**src/design/sar_adc_pkg.sv**
```systemverilog
`default_nettype none
package sar_adc_pkg;

   // Timing base
   localparam int unsigned CLK_PERIOD_NS       = 25;
   localparam int unsigned MIN_CONV_PERIOD_NS  = 10_000;
   localparam int unsigned MIN_CONV_PERIOD_CYC =
      (MIN_CONV_PERIOD_NS + CLK_PERIOD_NS - 1) / CLK_PERIOD_NS;
   localparam logic [8:0]  GAP_RELOAD = 9'(MIN_CONV_PERIOD_CYC - 1);
   localparam int unsigned TRACK_SAR_CLKS = 3;
   localparam int unsigned CONV_SAR_CLKS  = 16;
   localparam logic [4:0]  TRACK_LAST = 5'(TRACK_SAR_CLKS - 1);
   localparam logic [4:0]  CONV_LAST  = 5'(CONV_SAR_CLKS - 1);

   // Register byte offsets
   localparam logic [7:0] OFS_CONTROL = 8'h00;
   localparam logic [7:0] OFS_CONFIG  = 8'h04;
   localparam logic [7:0] OFS_CHANSEL = 8'h08;
   localparam logic [7:0] OFS_PAIRCFG = 8'h0C;
   localparam logic [7:0] OFS_RES_HI  = 8'h10;
   localparam logic [7:0] OFS_RES_LO  = 8'h14;
   localparam logic [7:0] OFS_AUX     = 8'h18;

   // Control register fields
   localparam int unsigned CTL_EN_BIT   = 7;
   localparam int unsigned CTL_TM_BIT   = 6;
   localparam int unsigned CTL_DONE_BIT = 5;
   localparam int unsigned CTL_BUSY_BIT = 4;
   localparam int unsigned CTL_SRC_LSB  = 2;
   localparam int unsigned CTL_LJ_BIT   = 0;
   // Config, aux and channel select register fields
   localparam int unsigned CFG_DIV_LSB  = 3;
   localparam logic [4:0]  DIV_RESET    = 5'h1F;
   localparam logic [2:0]  GAIN_UNITY   = 3'h0;
   localparam int unsigned AUX_IRQ_BIT  = 0;
   localparam int unsigned CHAN_TEMP_BIT = 3;

   // Start sources
   localparam logic [1:0] SRC_SOFTWARE = 2'h0;
   localparam logic [1:0] SRC_TIMER3   = 2'h1;
   localparam logic [1:0] SRC_EXTERNAL = 2'h2;
   localparam logic [1:0] SRC_TIMER2   = 2'h3;

   localparam logic [9:0] SAR_FIRST = 10'h200;
   localparam logic [1:0] RESP_OKAY   = 2'h0;
   localparam logic [1:0] RESP_SLVERR = 2'h2;

   typedef logic [4:0] div_t;
   typedef logic [7:0] addr_t;

   typedef enum logic [2:0] {
      ST_IDLE    = 3'b001,
      ST_TRACK   = 3'b010,
      ST_CONVERT = 3'b100
   } state_t;

endpackage
`default_nettype wire

```
**src/design/sar_clock_gen.sv**
```systemverilog
`timescale 1ns/100ps
`default_nettype none
module sar_clock_gen (
   input  wire logic              aclk,
   input  wire logic              aresetn,
   input  wire logic              run,
   input  wire logic              restart,
   input  wire sar_adc_pkg::div_t divider,
   output logic                   sar_tick
);
   import sar_adc_pkg::*;

   typedef struct packed {
      logic [5:0] cnt;
      logic       tick;
   } divstate_t;

   divstate_t  div_r;
   divstate_t  div_nxt;
   logic [5:0] last;

   // Period of 2(N+1) cycles ends at count 2N+1; N of zero ticks every cycle
   assign last = {divider, 1'b1};

   always_comb begin
      div_nxt = div_r;
      div_nxt.tick = 1'b0;
      if (!run || restart) begin
         div_nxt.cnt = '0;
      end else if (divider == '0) begin
         div_nxt.tick = 1'b1;
      end else if (div_r.cnt == last) begin
         div_nxt.cnt = '0;
         div_nxt.tick = 1'b1;
      end else begin
         div_nxt.cnt = div_r.cnt + 6'h1;
      end
   end

   always_ff @(posedge aclk) begin
      if (!aresetn) begin
         div_r <= '0;
      end else begin
         div_r <= div_nxt;
      end
   end

   assign sar_tick = div_r.tick;
endmodule
`default_nettype wire

```
**src/design/sar_adc_conversion_control.sv**
```systemverilog
`timescale 1ns/100ps
`default_nettype none
module sar_adc_conversion_control (
   input  wire logic               aclk,
   input  wire logic               aresetn,
   input  wire sar_adc_pkg::addr_t s_axi_awaddr,
   input  wire logic               s_axi_awvalid,
   output logic                    s_axi_awready,
   input  wire logic [31:0]        s_axi_wdata,
   input  wire logic [3:0]         s_axi_wstrb,
   input  wire logic               s_axi_wvalid,
   output logic                    s_axi_wready,
   output logic [1:0]              s_axi_bresp,
   output logic                    s_axi_bvalid,
   input  wire logic               s_axi_bready,
   input  wire sar_adc_pkg::addr_t s_axi_araddr,
   input  wire logic               s_axi_arvalid,
   output logic                    s_axi_arready,
   output logic [31:0]             s_axi_rdata,
   output logic [1:0]              s_axi_rresp,
   output logic                    s_axi_rvalid,
   input  wire logic               s_axi_rready,
   input  wire logic               timer3_overflow,
   input  wire logic               timer2_overflow,
   input  wire logic               external_convert_start,
   input  wire logic               chip_standby,
   input  wire logic               comparator_out,
   output logic                    converter_power_on,
   output logic                    track_enable,
   output logic [2:0]              mux_channel,
   output logic                    temp_sensor_select,
   output logic [3:0]              pair_differential,
   output logic [2:0]              gain_select,
   output logic [9:0]              sar_trial_code,
   output logic                    conversion_irq
);
   import sar_adc_pkg::*;

   typedef struct packed {
      state_t     st;
      logic       en;
      logic       tm;
      logic       done;
      logic [1:0] src;
      logic       lj;
      logic       irq_en;
      logic [4:0] div;
      logic [2:0] gain;
      logic [3:0] chan;
      logic [3:0] pair;
      logic [7:0] res_hi;
      logic [7:0] res_lo;
      logic [9:0] trial;
      logic [9:0] mask;
      logic [4:0] tick_cnt;
      logic [8:0] gap_cnt;
      logic       diff;
      logic       ext_s1;
      logic       ext_s2;
      logic       ext_d;
      logic       aw_have;
      logic [7:0] awaddr;
      logic       w_have;
      logic [7:0] wdata;
      logic       wlane;
      logic       bvalid;
      logic [1:0] bresp;
      logic       rvalid;
      logic [7:0] rdata;
      logic [1:0] rresp;
   } ctrl_t;

   localparam ctrl_t CTRL_RESET = '{st: ST_IDLE, div: DIV_RESET,
                                    gain: GAIN_UNITY, default: '0};

   ctrl_t      ctl_r;
   ctrl_t      ctl_nxt;
   logic       sar_tick;
   logic       idle;
   logic       wr_fire;
   logic       ctl_wr;
   logic       sw_start;
   logic       ext_rise;
   logic       trig;
   logic       start;
   logic [7:0] ctl_view;

   function automatic logic reg_mapped(input logic [7:0] a);
      return (a[1:0] == 2'h0) && (a <= OFS_AUX);
   endfunction

   function automatic logic chan_is_diff(input logic [3:0] c,
                                         input logic [3:0] p);
      return !c[CHAN_TEMP_BIT] && p[c[2:1]];
   endfunction

   function automatic logic [15:0] fmt_result(input logic [9:0] code,
                                              input logic       dif,
                                              input logic       lj);
      logic [9:0] v;
      v = dif ? {~code[9], code[8:0]} : code;
      if (lj) begin
         return {v, 6'h00};
      end
      return {{6{dif & v[9]}}, v};
   endfunction

   sar_clock_gen sar_clock_gen_inst (
      .aclk     (aclk),
      .aresetn  (aresetn),
      .run      (ctl_r.en),
      .restart  (start),
      .divider  (ctl_r.div),
      .sar_tick (sar_tick)
   );

   assign idle     = ctl_r.st == ST_IDLE;
   assign wr_fire  = ctl_r.aw_have & ctl_r.w_have & ~ctl_r.bvalid;
   assign ctl_wr   = wr_fire & ctl_r.wlane & (ctl_r.awaddr == OFS_CONTROL);
   assign sw_start = ctl_wr & ctl_r.wdata[CTL_BUSY_BIT] &
                     (ctl_r.wdata[CTL_SRC_LSB +: 2] == SRC_SOFTWARE);
   assign ext_rise = ctl_r.ext_s2 & ~ctl_r.ext_d;
   assign ctl_view = {ctl_r.en, ctl_r.tm, ctl_r.done, ~idle,
                      ctl_r.src, 1'b0, ctl_r.lj};

   always_comb begin
      case (ctl_r.src)
         SRC_SOFTWARE: trig = sw_start;
         SRC_TIMER3:   trig = timer3_overflow;
         SRC_EXTERNAL: trig = ext_rise;
         SRC_TIMER2:   trig = timer2_overflow;
         default:      trig = 1'b0;
      endcase
   end

   // Spacing keeps throughput within the rated sample rate
   assign start = ctl_r.en & idle & (ctl_r.gap_cnt == '0) & trig;

   always_comb begin
      logic        done_set;
      logic        done_clr;
      logic [15:0] res;
      done_set = 1'b0;
      done_clr = 1'b0;
      res      = '0;
      ctl_nxt  = ctl_r;
      ctl_nxt.ext_s1 = external_convert_start;
      ctl_nxt.ext_s2 = ctl_r.ext_s1;
      ctl_nxt.ext_d  = ctl_r.ext_s2;
      if (ctl_r.gap_cnt != '0) begin
         ctl_nxt.gap_cnt = ctl_r.gap_cnt - 9'h1;
      end

      // Bus write channel
      if (wr_fire) begin
         ctl_nxt.aw_have = 1'b0;
         ctl_nxt.w_have  = 1'b0;
         ctl_nxt.bvalid  = 1'b1;
         ctl_nxt.bresp   = reg_mapped(ctl_r.awaddr) ? RESP_OKAY : RESP_SLVERR;
         if (ctl_r.wlane) begin
            case (ctl_r.awaddr)
               OFS_CONTROL: begin
                  ctl_nxt.en  = ctl_r.wdata[CTL_EN_BIT];
                  ctl_nxt.tm  = ctl_r.wdata[CTL_TM_BIT];
                  ctl_nxt.src = ctl_r.wdata[CTL_SRC_LSB +: 2];
                  ctl_nxt.lj  = ctl_r.wdata[CTL_LJ_BIT];
                  done_clr    = ~ctl_r.wdata[CTL_DONE_BIT];
               end
               OFS_CONFIG: begin
                  ctl_nxt.div  = ctl_r.wdata[CFG_DIV_LSB +: 5];
                  ctl_nxt.gain = ctl_r.wdata[2:0];
               end
               OFS_CHANSEL: ctl_nxt.chan = ctl_r.wdata[3:0];
               OFS_PAIRCFG: ctl_nxt.pair = ctl_r.wdata[3:0];
               OFS_AUX:     ctl_nxt.irq_en = ctl_r.wdata[AUX_IRQ_BIT];
               default: ;
            endcase
         end
      end
      if (ctl_r.bvalid && s_axi_bready) begin
         ctl_nxt.bvalid = 1'b0;
      end
      if (s_axi_awvalid && !ctl_r.aw_have) begin
         ctl_nxt.aw_have = 1'b1;
         ctl_nxt.awaddr  = s_axi_awaddr;
      end
      if (s_axi_wvalid && !ctl_r.w_have) begin
         ctl_nxt.w_have = 1'b1;
         ctl_nxt.wdata  = s_axi_wdata[7:0];
         ctl_nxt.wlane  = s_axi_wstrb[0];
      end

      // Bus read channel
      if (ctl_r.rvalid && s_axi_rready) begin
         ctl_nxt.rvalid = 1'b0;
      end
      if (s_axi_arvalid && !ctl_r.rvalid) begin
         ctl_nxt.rvalid = 1'b1;
         ctl_nxt.rresp  = reg_mapped(s_axi_araddr) ? RESP_OKAY : RESP_SLVERR;
         case (s_axi_araddr)
            OFS_CONTROL: ctl_nxt.rdata = ctl_view;
            OFS_CONFIG:  ctl_nxt.rdata = {ctl_r.div, ctl_r.gain};
            OFS_CHANSEL: ctl_nxt.rdata = {4'h0, ctl_r.chan};
            OFS_PAIRCFG: ctl_nxt.rdata = {4'h0, ctl_r.pair};
            OFS_RES_HI:  ctl_nxt.rdata = ctl_r.res_hi;
            OFS_RES_LO:  ctl_nxt.rdata = ctl_r.res_lo;
            OFS_AUX:     ctl_nxt.rdata = {7'h00, ctl_r.irq_en};
            default:     ctl_nxt.rdata = 8'h00;
         endcase
      end

      // Conversion sequencer
      case (ctl_r.st)
         ST_IDLE: begin
            if (start) begin
               ctl_nxt.gap_cnt  = GAP_RELOAD;
               ctl_nxt.tick_cnt = '0;
               ctl_nxt.diff     = chan_is_diff(ctl_r.chan, ctl_r.pair);
               ctl_nxt.trial    = SAR_FIRST;
               ctl_nxt.mask     = SAR_FIRST;
               // Pin start in low-power mode has tracked while low
               if (ctl_r.tm && ctl_r.src != SRC_EXTERNAL) begin
                  ctl_nxt.st = ST_TRACK;
               end else begin
                  ctl_nxt.st = ST_CONVERT;
               end
            end
         end
         ST_TRACK: begin
            if (sar_tick) begin
               if (ctl_r.tick_cnt == TRACK_LAST) begin
                  ctl_nxt.tick_cnt = '0;
                  ctl_nxt.st       = ST_CONVERT;
               end else begin
                  ctl_nxt.tick_cnt = ctl_r.tick_cnt + 5'h1;
               end
            end
         end
         ST_CONVERT: begin
            if (sar_tick) begin
               // Bits decided on the first ten ticks, rest is margin
               if (ctl_r.mask != '0) begin
                  ctl_nxt.trial = (comparator_out ? ctl_r.trial
                                   : ctl_r.trial & ~ctl_r.mask)
                                  | (ctl_r.mask >> 1);
                  ctl_nxt.mask  = ctl_r.mask >> 1;
               end
               if (ctl_r.tick_cnt == CONV_LAST) begin
                  res            = fmt_result(ctl_r.trial, ctl_r.diff,
                                              ctl_r.lj);
                  ctl_nxt.res_hi = res[15:8];
                  ctl_nxt.res_lo = res[7:0];
                  ctl_nxt.st     = ST_IDLE;
                  done_set       = 1'b1;
               end else begin
                  ctl_nxt.tick_cnt = ctl_r.tick_cnt + 5'h1;
               end
            end
         end
         default: ctl_nxt.st = ST_IDLE;
      endcase

      // Disable aborts any conversion in flight
      if (!ctl_nxt.en) begin
         ctl_nxt.st = ST_IDLE;
      end
      // Completion in the clearing cycle is kept
      ctl_nxt.done = done_set | (ctl_r.done & ~done_clr);
   end

   always_ff @(posedge aclk) begin
      if (!aresetn) begin
         ctl_r <= CTRL_RESET;
      end else begin
         ctl_r <= ctl_nxt;
      end
   end

   assign s_axi_awready      = ~ctl_r.aw_have;
   assign s_axi_wready       = ~ctl_r.w_have;
   assign s_axi_bvalid       = ctl_r.bvalid;
   assign s_axi_bresp        = ctl_r.bresp;
   assign s_axi_arready      = ~ctl_r.rvalid;
   assign s_axi_rvalid       = ctl_r.rvalid;
   assign s_axi_rresp        = ctl_r.rresp;
   assign s_axi_rdata        = {24'h00_0000, ctl_r.rdata};
   assign converter_power_on = ctl_r.en;
   assign mux_channel        = ctl_r.chan[2:0];
   assign temp_sensor_select = ctl_r.chan[CHAN_TEMP_BIT];
   assign pair_differential  = ctl_r.pair;
   assign gain_select        = ctl_r.gain;
   assign sar_trial_code     = ctl_r.trial;
   assign conversion_irq     = ctl_r.done & ctl_r.irq_en;
   assign track_enable = ctl_r.en & ~chip_standby &
      (ctl_r.tm ? (ctl_r.src == SRC_EXTERNAL ? idle & ~ctl_r.ext_s2
                   : ctl_r.st == ST_TRACK)
       : ctl_r.st != ST_CONVERT);

   // Ticks spent per conversion, for checking only
   logic [4:0] chk_ticks;
   logic       chk_lp;
   always_ff @(posedge aclk) begin
      if (!aresetn || start) begin
         chk_ticks <= '0;
         chk_lp    <= ctl_r.tm & (ctl_r.src != SRC_EXTERNAL);
      end else if (!idle && sar_tick) begin
         chk_ticks <= chk_ticks + 5'h1;
      end
   end

   localparam int LP_LAST_I = 18;
   localparam int CV_LAST_I = 15;
endmodule
`default_nettype wire

```
**config.mk**
```make
export PLATFORM = sky130hd
export DESIGN_NAME = sar_adc_conversion_control
export DESIGN_NICKNAME = d
export VERILOG_FILES = /design/src/design/sar_adc_pkg.sv /design/src/design/sar_clock_gen.sv /design/src/design/sar_adc_conversion_control.sv
export SDC_FILE = /design/constraint.sdc
export NUM_CORES = 1
export LEC_CHECK = 0
export BUFFER_PORTS_ARGS = -buffer_cell sky130_fd_sc_hd__buf_2
export CORE_AREA = 2 2 145 147
export CTS_BUF_LIST = sky130_fd_sc_hd__clkbuf_2
export CTS_CLUSTER_SIZE = 12
export DETAILED_ROUTE_END_ITERATION = 8
export DIE_AREA = 0 0 147 149
export PLACE_DENSITY = 0.49
export SLEW_MARGIN = 0
export SYNTH_ARGS = -nofsm -noshare
export SYNTH_HDL_FRONTEND = slang
export SYNTH_SLANG_ARGS = --single-unit
```
**constraint.sdc**
```tcl
create_clock -name aclk -period 5.9 [get_ports aclk]
set_clock_uncertainty 0.05 [all_clocks]
set_input_delay 0.295 -clock aclk [delete_from_list [all_inputs] [get_ports aclk]]
set_output_delay 0.295 -clock aclk [all_outputs]
set_load 0.03 [all_outputs]
```
# [Word level (Yosys, flattened, before mapping)]
# Index checks and enable logic that the tools add are counted.
[op_classes] add_sub_neg=3 n_mul=0 div_mod_pow=0 magnitude_cmp=3 n_eq_ne=28 n_shift=0 n_mux=50 bitwise_logic=32 n_reduce_logical=43
[op_table] operator="$pmux W8 S7" count=1
[op_table] operator="$mux W10" count=4
[op_table] operator="$pmux W20 S2" count=1
[op_table] operator="$mux W35" count=1
[op_table] operator="$eq A8 B4 Y1 const B" count=4
[op_table] operator="$eq A8 B5 Y1 const B" count=4
[op_table] operator="$mux W16" count=2
[op_table] operator="$mux W25" count=1
[op_table] operator="$mux W20" count=1
[op_table] operator="$mux W3" count=6
[op_table] operator="$mux W9" count=2
[op_table] operator="$reduce_and A3 Y1" count=6
[op_table] operator="$mux W1" count=17
[op_table] operator="$and A1 B1 Y1" count=16
[op_table] operator="$eq A8 B3 Y1 const B" count=2
[op_table] operator="$le A8 B5 Y1 const B" count=2
[op_table] operator="$logic_not A8 Y1" count=2
[op_table] operator="$mux W5" count=3
[op_table] operator="$pmux W5 S3" count=1
[op_table] operator="$not A1 Y1" count=12
[op_table] operator="$mux W11" count=1
[op_table] operator="$and A10 B10 Y10" count=1
[op_table] operator="$mux W2" count=5
[op_table] operator="$ne A2 B2 Y1 const B" count=5
[op_table] operator="other kinds (35)" count=59
[word_totals] ff_bits=120 latch_bits=0 mem_bits_rw=0 rom_bits=0 in_bits=64 memories=0

# [Depth between registers and ports, before layout]
# Gate-level depths: netlist of the first run.
[depth] ltp_word=10 ltp_mapped=8 depth_no_buf=8

# [Hierarchy]
# From an unflattened synthesis of the first run, not the netlist that was laid out.
[unflattened] cells_unflattened=680 area_unflattened_um2=5893.2
[by_module_without_submodules] module="sar_adc_conversion_control" n_inst=1 cells_per_inst=637 area_per_inst_um2=5507.8
[by_module_without_submodules] module="sar_clock_gen" n_inst=1 cells_per_inst=43 area_per_inst_um2=385.4

# [Least setup slack after synthesis of the first run]
# No wires, ideal clock.
[synth_timing] kind="flip-flop to flip-flop" start="reg ctl_r, in the netlist s_axi_bvalid" end="reg ctl_r[49] (netlist name)" setup_time_ns=0.119 arrival_time_ns=2.190 setup_slack_ns=3.541 path_stages_with_launch=7 n_path_buf=1 cell_sequence="dfxtp_1 > nand4b_1 > or4_4 > a211o_4 > buf_2 > a211oi_1 > o2bb2ai_1"
[synth_between] elab_chain_len=10
[synth_rtl] element="from (decl)" line="sar_adc_conversion_control.sv:76" rtl="ctrl_t ctl_r;"
[synth_rtl] element="from (signal assigned)" line="sar_adc_conversion_control.sv:275" rtl="ctl_r <= ctl_nxt;"
[synth_rtl] element="$not A1 Y1" line="sar_adc_conversion_control.sv:118" rtl="assign wr_fire = ctl_r.aw_have & ctl_r.w_have & ~ctl_r.bvalid;"
[synth_rtl] element="$and A1 B1 Y1" line="sar_adc_conversion_control.sv:118"
[synth_rtl] element="$and A1 B1 Y1 (2 in a row)" line="sar_adc_conversion_control.sv:119" rtl="assign ctl_wr = wr_fire & ctl_r.wlane & (ctl_r.awaddr == OFS_CONTROL);"
[synth_rtl] element="$and A1 B1 Y1 (2 in a row)" line="sar_adc_conversion_control.sv:120" rtl="assign sw_start = ctl_wr & ctl_r.wdata[CTL_BUSY_BIT] &"
[synth_rtl] element="$pmux W1 S4" line="sar_adc_conversion_control.sv:127" rtl="case (ctl_r.src)"
[synth_rtl] element="$and A1 B1 Y1" line="sar_adc_conversion_control.sv:137" rtl="assign start = ctl_r.en & idle & (ctl_r.gap_cnt == '0) & trig;"
[synth_rtl] element="$ne A2 B1 Y1 (no line)"
[synth_rtl] element="$reduce_and A5 Y1 (no line)"
# Every way passes these cells.
# A chain may end at the register's enable or synchronous reset.

# [Final worst setup path of the first run]
[layout_timing] start="reg ctl_r[112] (netlist name)" end="out track_enable"
[layout_between] elab_chain_len=5
[layout_rtl] element="$eq A3 B1 Y1" line="sar_adc_conversion_control.sv:117" rtl="assign idle = ctl_r.st == ST_IDLE;"
[layout_rtl] element="$and A1 B1 Y1" line="sar_adc_conversion_control.sv:295" rtl="(ctl_r.tm ? (ctl_r.src == SRC_EXTERNAL ? idle & ~ctl_r.ext_s2"
[layout_rtl] element="$mux W1" line="sar_adc_conversion_control.sv:295"
[layout_rtl] element="$mux W1 *" line="sar_adc_conversion_control.sv:295"
[layout_rtl] element="$and A1 B1 Y1 *" line="sar_adc_conversion_control.sv:294" rtl="assign track_enable = ctl_r.en & ~chip_standby &"
[layout_rtl] element="to (decl)" line="sar_adc_conversion_control.sv:29" rtl="output logic track_enable,"
# Every way passes the cells marked *; elsewhere a longest branch is shown, timed or not.

==> flow_summary.ini, run 1 <==
[clocking]
clk_pin_slew_ns = 0.19
cts_setup_buffers = 0
tritoncts = done
cts-root-to-sink-buffers = 2
clock_sinks = 118
clk_latency_ns = 0.72
post_cts_resize_count = 0
cts-buffers-inserted = 17
cts_root_buf = sky130_fd_sc_hd__clkbuf_2
ctsHtreeMaxLevel = 4

[logic_synthesis]
synthSimpleGateAreaFrac_pct = 22.21
syn-instance-count = 688
synth_warnings = 0
syn-cell-area_mm2 = 0.006038
synth_top_family_by_area = simple AND/OR/NAND/NOR gates
async_reset_ff_share_pct = 0
netlist-cell-type-count = 69
ys_ff_latch = 118
synthesis.area_per_instance_um2 = 8.777
post-synth-top-area-fraction_pct = 39.12
yosys-mux-area-fraction_pct = 8.392
synth.area.top_cells = sky130_fd_sc_hd__dfxtp_1 (39%), sky130_fd_sc_hd__buf_4 (7.0%), sky130_fd_sc_hd__nand2_1 (6.2%)
synth_compound_gate_area_share_pct = 16.47
post_synth_xor_area_fraction_pct = 2.176
leading_area_contributor_after_synthesis = sky130_fd_sc_hd__dfxtp_1
synth-adder-area-share_pct = 1.243
synth_flop_type = sky130_fd_sc_hd__dfxtp_1
synth-edff-count = 0
ys_seq_area_share_pct = 39.12

[grt]
grt_remaining_overflow = 0
pin_count_of_the_biggest_net_entering_global_routing = 62
track_usage_pct = 14.48
first_global_vias = 4597
antenna_violations_before_repair = 1
grt_pass1_wl_mm = 24.86

[routing]
remaining_drcs = 0
drt_first_pass_iters = 7
drt-wirelength-per-cell_um = 14.87
postRouteAntennaNets = 0
route.vias.total = 4801
total_wire_length_after_detailed_routing_mm = 15.41
dr.first_iter.drc_count = 316
via_density_per_instance = 4.634

[final_layout]
synthToLayoutAreaGrowth_pct = 13.47
post_route_cells_drive_above_1_share_pct = 16.71
fill_cells = 2218
final_net_count = 817
regArea_mm2 = 0.002362
multiInputGateArea_mm2 = 0.003152

[placement]
final_weighted_congestion_in_routability_driven_placement = 0.7763
dp_hpwl_mm = 10.81
io_buffers = 75
detailedPlace.worstSlack_ns = 3.283

[floorplanning]
die_h_um = 149
core_region_area_mm2 = 0.02056
io_pins = 129
fp.dieArea_mm2 = 0.02190
effective_utilization_at_floorplan_pct = 29.37
placementRows = 53
chipWidth_um = 147

[pwr]
powerDensity_mw_per_mm2 = 251.8
power_leakage_nw = 2.805
total_power_mw = 1.725
peakVddDrop_v = 0.0001004

[worst_setup_path]
timing.critical_path.from_type = register
worstSetupEndpointType = output port
setup.worst_path.class = reg -> out
crit_arrival_ns = 2.35
required_ns = 5.56
crit_path_max_fanout = 17

[sta]
setup_slack_ns = 3.209
max_slew_headroom_at_the_worst_pin_pct = 40.89
slew_viol_final = 0
max_slew.worst_pin.slew_ns = 0.8848
timing.final.crit_period_ns = 2.691
setup_tns_ns = 0
holdWs_ns = 0.09798
max_clock_freq_ghz = 0.3716
timing_hold_violations_final = 0
grt_setup_unrepaired = no
setup_viol_count_final = 0
fin_crit_sh_pct = 45.62

[run_status]
status = completed

[min_path]
hold_path_class = in -> reg

[flow_run]
max_cap_violations = 0
[cell usage after synthesis (all sizes together), types with 11 or more instances]
master,n
clkbuf,27
o21ai,29
nand2,101
a21oi,38
nor2b,33
inv,21
nor2,26
nand3,13
and2,11
buf,61
a21boi,25
mux2i,36
dfxtp,118
[flip-flops by register name (all words and copies together) (netlist names)]
register / flops
converter_power_on: 1
mux_channel: 3
gain_select: 3
sar_clock_gen_inst.sar_tick: 1
s_axi_rresp: 1
temp_sensor_select: 1
s_axi_rvalid: 1
s_axi_bvalid: 1
sar_clock_gen_inst.div_r: 6
s_axi_rdata: 8
ctl_nxt: 2
pair_differential: 4
ctl_r: 75
sar_trial_code: 10
s_axi_bresp: 1
[what timing repair did]
item	4_1_cts	5_1_grt
hold buffers	26	0
endpoints found under the hold margin	52	0
setup endpoints to repair	0	0
[report_power, final]
part	internal [mW]	switching, mW
Sequential	0.833	0.0294
Combinational	0.126	0.153
Clock	0.277	0.308
[critical path, stage by stage (launching register included)]
cell                      delay (ns)
sky130_fd_sc_hd__dfxtp_1        0.55
sky130_fd_sc_hd__nor3b_2        0.25
sky130_fd_sc_hd__buf_4          0.27
sky130_fd_sc_hd__nor2_1         0.06
sky130_fd_sc_hd__a31oi_1        0.24
sky130_fd_sc_hd__nor3b_1        0.08
sky130_fd_sc_hd__buf_2          0.18
[layout by cell type (no fill, tap or decap), types with 7 or more instances in the layout]
cell type and n:
sky130_fd_sc_hd__a21oi_1 36, sky130_fd_sc_hd__and2_1 11, sky130_fd_sc_hd__nand2b_1 9, sky130_fd_sc_hd__xor2_1 10
sky130_fd_sc_hd__nand2_1 100, sky130_fd_sc_hd__and3_1 9, sky130_fd_sc_hd__buf_2 74, sky130_fd_sc_hd__nor2_1 26
sky130_fd_sc_hd__conb_1 26, sky130_fd_sc_hd__nand3b_1 10, sky130_fd_sc_hd__inv_1 21, sky130_fd_sc_hd__nor2b_1 33
sky130_fd_sc_hd__nand3_1 13, sky130_fd_sc_hd__o2bb2ai_1 7, sky130_fd_sc_hd__o21ai_0 24, sky130_fd_sc_hd__dlygate4sd3_1 26
sky130_fd_sc_hd__mux2i_1 36, sky130_fd_sc_hd__o211a_1 10, sky130_fd_sc_hd__a21boi_0 22, sky130_fd_sc_hd__dfxtp_1 118
sky130_fd_sc_hd__clkbuf_2 20
[cells by family (layout without fill, tap and decap cells)]
kind of cell               count (synthesis)  count (layout)
and+or+nand+nor                          254             254
AOI/OAI and AO/OA                        142             142
DFF                                      118             118
buffers and inverters                    109             156
muxes                                     43              43
xor gates and xnor gates                  15              15
adders and majority gates                  6               6
other                                      1              27
[through the flow]
stage	cells	util, %	instance area [um^2]
after global placement	977	30.79	6330
after detailed placement	977	30.79	6330
after floorplan	713	-	6132
after global routing	1036	33.33	6852
after CTS	1035	33.32	6849
final	1036	33.33	6852
[area by class of cell]
class,count,area share (%)
repair buffers,103,9.533
clock inverters,12,2.319
clock buffers,20,1.461
inverters,21,1.150
multi-input cells,486,46.00
well taps,275,5.022
diodes,1,0.03652
flip-flops and latches,118,34.48
[layer usage]
| metal | GRT usage [%] | routed length, um | vias up |
|---|---|---|---|
| li1 | - | - | 2440 |
| met1 | 19.20 | 7495 | 2270 |
| met2 | 23.29 | 7239 | 77 |
| met3 | 4.128 | 522 | 14 |
| met4 | 3.798 | 153 | 0 |
| met5 | 0 | 0 | - |
[final timing paths]
| kind | cells past startpoint | end | slack (ns) | start |
|---|---|---|---|---|
| max reg2reg | 5 | ctl_r[98] | 3.22 | ctl_r[25] |
| max | 6 | track_enable | 3.21 | ctl_r[112] |
| min | 5 | s_axi_rdata[7] | 0.1 | s_axi_araddr[6] |
| min reg2reg | 1 | ctl_nxt[33] | 0.41 | ctl_nxt[34] |
Note: power is estimated with default switching activity, not from simulation.
==> run 2, diff against run 1 <==
Clock period 5.9 ns to 2.5 ns, I/O delays scaled along.
==> run 2 against run 1 <==
Effect of this change:
- non-clock buffer count is 40 higher
- worst hold slack better by 0.024 ns
- power grew to 2.6 times the previous value
- wire length is 3.3% higher
- sequential share of layout area is 2.1 points lower
- register-to-register slack worse by 3.1 ns
- clock power grew to 2.9 times the previous value
- first-iteration DRC count is 10% higher
- count of clock-buffer cells in the layout stayed put
- critical endpoint is now ctl_r[111]
- highest routed layer unchanged
==> flow_summary.ini, run 2 (same netlist as run 1, synthesis figures left out) <==
[run_status]
status = completed

[worst_setup_path]
regToRegSetupSlack_ns = 0.09
worstSetupEndpointType = register
reg2regPathDepth = 5
setup.worst_path.class = reg -> reg
rr_startpoint = ctl_r[40]
timing.critical_path.from_type = register
crit_path_max_fanout = 5
worst_r2r_endpoint = ctl_r[111]
required_ns = 3.10
crit_arrival_ns = 3.01

[clocking]
clk_pin_slew_ns = 0.16
cts_root_buf = sky130_fd_sc_hd__clkbuf_2
ctsHtreeMaxLevel = 4
clock_sinks = 118
clk_latency_ns = 0.72
cts-buffers-inserted = 17
cts-root-to-sink-buffers = 2
tritoncts = done

[pwr]
seq_power_share_pct = 45.6
switching_share_pct = 26.54
total_power_mw = 4.452
netSwitchingPower_mw = 1.182
peakVddDrop_v = 0.0002298
intPower_mw = 3.271
powerDensity_mw_per_mm2 = 610.2
share_comb_of_total_power_pct = 16.5
power_leakage_nw = 3.033
pwr-share-clk_pct = 37.9

[grt]
first_global_vias = 4708
grt_pass1_wl_mm = 25.50
pin_count_of_the_biggest_net_entering_global_routing = 49
grt_remaining_overflow = 0
track_usage_pct = 14.77
antenna_violations_before_repair = 1

[routing]
postRouteAntennaNets = 0
drt_first_pass_iters = 4
remaining_drcs = 0
total_wire_length_after_detailed_routing_mm = 15.91
route.vias.total = 4914
via_density_per_instance = 4.558
dr.first_iter.drc_count = 348
drt-wirelength-per-cell_um = 14.76

[floorplanning]
chipWidth_um = 147
core_region_area_mm2 = 0.02056
placementRows = 53
die_h_um = 149
effective_utilization_at_floorplan_pct = 29.37
fp.dieArea_mm2 = 0.02190
io_pins = 129

[placement]
io_buffers = 75
final_weighted_congestion_in_routability_driven_placement = 0.7626
dp_hpwl_mm = 11.17

[sta]
slew_viol_final = 0
max_slew.worst_pin.slew_ns = 0.5503
max_slew_headroom_at_the_worst_pin_pct = 63.18
grt_setup_unrepaired = no
fin_crit_sh_pct = 96.37
timing.final.crit_period_ns = 2.409
setup_viol_count_final = 0
setup_tns_ns = 0
timing_hold_violations_final = 0
max_clock_freq_ghz = 0.4151

[final_layout]
most-common-layout-cells = sky130_fd_sc_hd__dfxtp_1 (115), sky130_fd_sc_hd__nand2_1 (100), sky130_fd_sc_hd__buf_2 (73)
post_route_cells_drive_above_1_share_pct = 19.73
layout_commonest_cell = sky130_fd_sc_hd__dfxtp_1
largest_register = ctl_r
fill_cells = 2174
synthToLayoutAreaGrowth_pct = 20.85
regArea_mm2 = 0.002366
final_net_count = 858
largest_reg_flops = 75
multiInputGateArea_mm2 = 0.003179

[flow_run]
max_cap_violations = 0

[min_path]
hold_path_startpoint = s_axi_awvalid
holdPathStages = 4
min_delay_worst_endpoint = ctl_r[32]
hold_path_class = in -> reg
-- run 2: cell types whose count changed in the layout (fill, tap and decap cells not counted), sizes merged --
| cell | change |
|---|---|
| dlygate4sd3 | +15 |
| clkinvlp | -1 |
| diode | +1 |
| clkinv | -2 |
| a211o | +1 |
| bufinv | +3 |
| buf | +25 |
-- run 2: how the worst max path moves through the flow --
stage                       startpoint                           to  slack [ns]
final                        ctl_r[40]                   ctl_r[111]        0.09
after global routing         ctl_r[40]                   ctl_r[111]       0.004
after CTS                   ctl_r[106]                 track_enable        0.04
after detailed placement     ctl_r[40]  sar_clock_gen_inst.div_r[5]        0.08
after global placement       ctl_r[40]                   ctl_r[111]         0.1
after floorplan           s_axi_bvalid                    ctl_r[49]        0.14
-- run 2: layout make-up --
type	count	area share, %
timing repair buffer	143	13.61
tap	275	4.715
multi-input combinational	487	43.57
clock buffer	20	1.372
clock inverter	12	3.155
antenna	2	0.06859
inverter	21	1.080
sequential	118	32.42
-- run 2: worst max-delay path, cell delays in order, from the launching register on --
cell	delay [ns]
sky130_fd_sc_hd__dfxtp_2	0.37
sky130_fd_sc_hd__or4_4	0.56
sky130_fd_sc_hd__or4_4	0.53
sky130_fd_sc_hd__a211o_4	0.34
sky130_fd_sc_hd__or3b_1	0.38
sky130_fd_sc_hd__a21oi_2	0.13
-- run 2: timing repair --
action,4_1_cts,5_1_grt
endpoints found under the setup margin,0,15
hold buffers,41,0
endpoints found under the hold margin,81,0
buffers inserted,0,2
gates resized for setup,0,8
-- run 2: through the flow --
| step | std cells | area, um^2 | setup slack [ns] | utilization [%] | hold WS [ns] |
|---|---|---|---|---|---|
| 6_report | 1078 | 7297 | 0.09077 | 35.50 | 0.1217 |
| 5_1_grt | 1078 | 7297 | 0.004465 | 35.50 | 0.04779 |
| 4_1_cts | 1073 | 7243 | 0.03607 | 35.23 | 0.05408 |
| 3_5_place_dp | 1000 | 6502 | 0.08226 | 31.63 | 0.2907 |
| 3_3_place_gp | 1000 | 6502 | 0.09634 | 31.63 | 0.2982 |
| 2_1_floorplan | 713 | 6132 | 0.1414 | - | 0.1908 |
-- run 2: power groups by stage --
stage | Clock, mW | Sequential (mW) | Combinational [mW]
after floorplan | 0 | 2.06 | 0.544
after CTS | 1.73 | 2.03 | 0.732
after detailed placement | 0 | 2.07 | 0.682
after global placement | 0 | 2.07 | 0.681
after global routing | 1.83 | 2.05 | 0.817
final | 1.69 | 2.03 | 0.735
-- run 2: layer usage --
layer / vias to the layer above / global-route usage, % / share of wire, %
met5: - / 0 / 0
met4: 0 / 4.375 / 1.3
met3: 17 / 3.945 / 3.9
met2: 104 / 23.73 / 46
met1: 2261 / 19.58 / 48
li1: 2532 / - / -
==> run 3, diff against run 2 <==
Settings changed: CORE_AREA 2 2 145 147 to 2 2 119 121, DIE_AREA 0 0 147 149 to 0 0 121 123, PLACE_DENSITY 0.49 to 0.67.
==> run 3 against run 2 <==
Effect of this change:
- count of clock-buffer cells in the layout down 1
- via count up 4.0%
- non-clock buffer count up 6
- sequential power about the same
- maximum frequency up 0.45%
- sequential share of layout area up 1.2 points
- die area down 32%
- first-iteration DRC count down 7.5%
- critical endpoint unchanged
==> flow_summary.ini, run 3 (same netlist as run 1, synthesis figures left out) <==
[placement]
io_buffers = 75
final_weighted_congestion_in_routability_driven_placement = 0.8081
dp_hpwl_mm = 10.57
dpl_cell_area_mm2 = 0.006384

[final_layout]
multiInputGateArea_mm2 = 0.003169
fill_cells = 1242
final_net_count = 864
regArea_mm2 = 0.002366
fin_area_mm2 = 0.007047
post_route_cells_drive_above_1_share_pct = 19.03
largest_reg_flops = 75
synthToLayoutAreaGrowth_pct = 16.70
most-common-layout-cells = sky130_fd_sc_hd__dfxtp_1 (115), sky130_fd_sc_hd__nand2_1 (100), sky130_fd_sc_hd__buf_2 (75)
inserted_diodes = 0
largest_register = ctl_r
layout_commonest_cell = sky130_fd_sc_hd__dfxtp_1

[min_path]
hold_path_class = in -> reg

[sta]
max_slew_headroom_at_the_worst_pin_pct = 34.91
fin_crit_sh_pct = 95.94
max_slew.worst_pin.slew_ns = 0.9744
timing.final.crit_period_ns = 2.398
slew_viol_final = 0
setup_viol_count_final = 0
holdWs_ns = 0.1322
grt_setup_unrepaired = no
timing_hold_violations_final = 0
setup_tns_ns = 0
max_clock_freq_ghz = 0.4169

[worst_setup_path]
required_ns = 3.07
slowest_delay_ns = 0.54
setup.worst_path.class = reg -> reg
crit_arrival_ns = 2.97
worstPathCellList = or4_4 -> or4_4 -> a211o_4 -> or3b_1 -> a21oi_2
timing.critical_path.mode_cell = sky130_fd_sc_hd__or4_4
timing.critical_path.from_type = register
slowest_stage = sky130_fd_sc_hd__or4_4
worstSetupEndpointType = register
crit_path_max_fanout = 6

[pwr]
power_leakage_nw = 2.996
powerDensity_mw_per_mm2 = 535.2
peakVddDrop_v = 0.0003405

[floorplanning]
core_region_area_mm2 = 0.01361
chipWidth_um = 121
placementRows = 43
die_h_um = 123
fp.dieArea_mm2 = 0.01488
io_pins = 129
effective_utilization_at_floorplan_pct = 44.36

[routing]
remaining_drcs = 0
via_density_per_instance = 5.195
postRouteAntennaNets = 0
total_wire_length_after_detailed_routing_mm = 15.05
route.vias.total = 5112
drt-wirelength-per-cell_um = 15.30
dr.first_iter.drc_count = 322
drt_first_pass_iters = 5

[clocking]
cts-buffers-inserted = 17
cts-root-to-sink-buffers = 2
clock_sinks = 118
cts_root_buf = sky130_fd_sc_hd__clkbuf_2
clk_latency_ns = 0.69
tritoncts = done
clk_pin_slew_ns = 0.16
ctsHtreeMaxLevel = 4

[run_status]
status = completed

[grt]
pin_count_of_the_biggest_net_entering_global_routing = 36
grt_remaining_overflow = 0
track_usage_pct = 20.20
first_global_vias = 4767
antenna_violations_before_repair = 0
grt_pass1_wl_mm = 23.69

[flow_run]
max_cap_violations = 0
[run 3: layer usage]
layer	track usage, %	part of all wire (%)	vias up	routed length, um
met1	25.43	45	2428	6771
met2	34.23	49	121	7381
li1	-	-	2540	-
met3	4.982	4.5	23	670
met4	6.177	1.5	0	229
met5	0	0	-	0
[run 3: repair_timing]
action,4_1_cts,5_1_grt
hold buffers,45,0
endpoints found under the hold margin,56,0
gates resized for setup,0,8
buffers inserted,0,3
setup endpoints to repair,0,9
[run 3: critical path, delay by kind of cell (launching register included)]
kind / cells / cell delay (ns)
flops: 1 / 0.37
compound gates: 2 / 0.48
simple gates: 3 / 1.46
[run 3: final timing paths]
path                   start     endpoint  slack, ns  cells past startpoint
max reg2reg        ctl_r[40]   ctl_r[111]       0.10                      5
min          timer2_overflow    ctl_r[36]       0.13                      6
min reg2reg      ctl_nxt[34]  ctl_nxt[33]       0.40                      1
max                ctl_r[40]   ctl_r[111]       0.10                      5
[run 3: metrics by stage]
step	setup WS, ns	util, %	cells	power (mW)
6_report	0.1015	51.77	984	3.772
5_1_grt	0.002160	51.77	984	3.964
4_1_cts	0.01861	51.39	980	3.780
3_5_place_dp	0.07607	46.90	906	2.753
3_3_place_gp	0.09276	46.90	906	2.725
2_1_floorplan	0.1414	-	713	2.604
[run 3: power by group]
part	leakage (nW)	switching (mW)	internal [mW]
clock	0.112	0.664	0.324
combinational	1.93	0.396	0.355
sequential	0.958	0.0653	1.97
total	3.00	1.13	2.65
[run 3: area by class of cell]
cell class                      instances  area share [%]
Clock buffer                           19           1.349
Clock inverter                         10          0.9411
Inverter                               21           1.119
Multi-Input combinational cell        487           44.98
Sequential cell                       118           33.58
Tap cell                              180           3.196
Timing Repair Buffer                  149           14.84
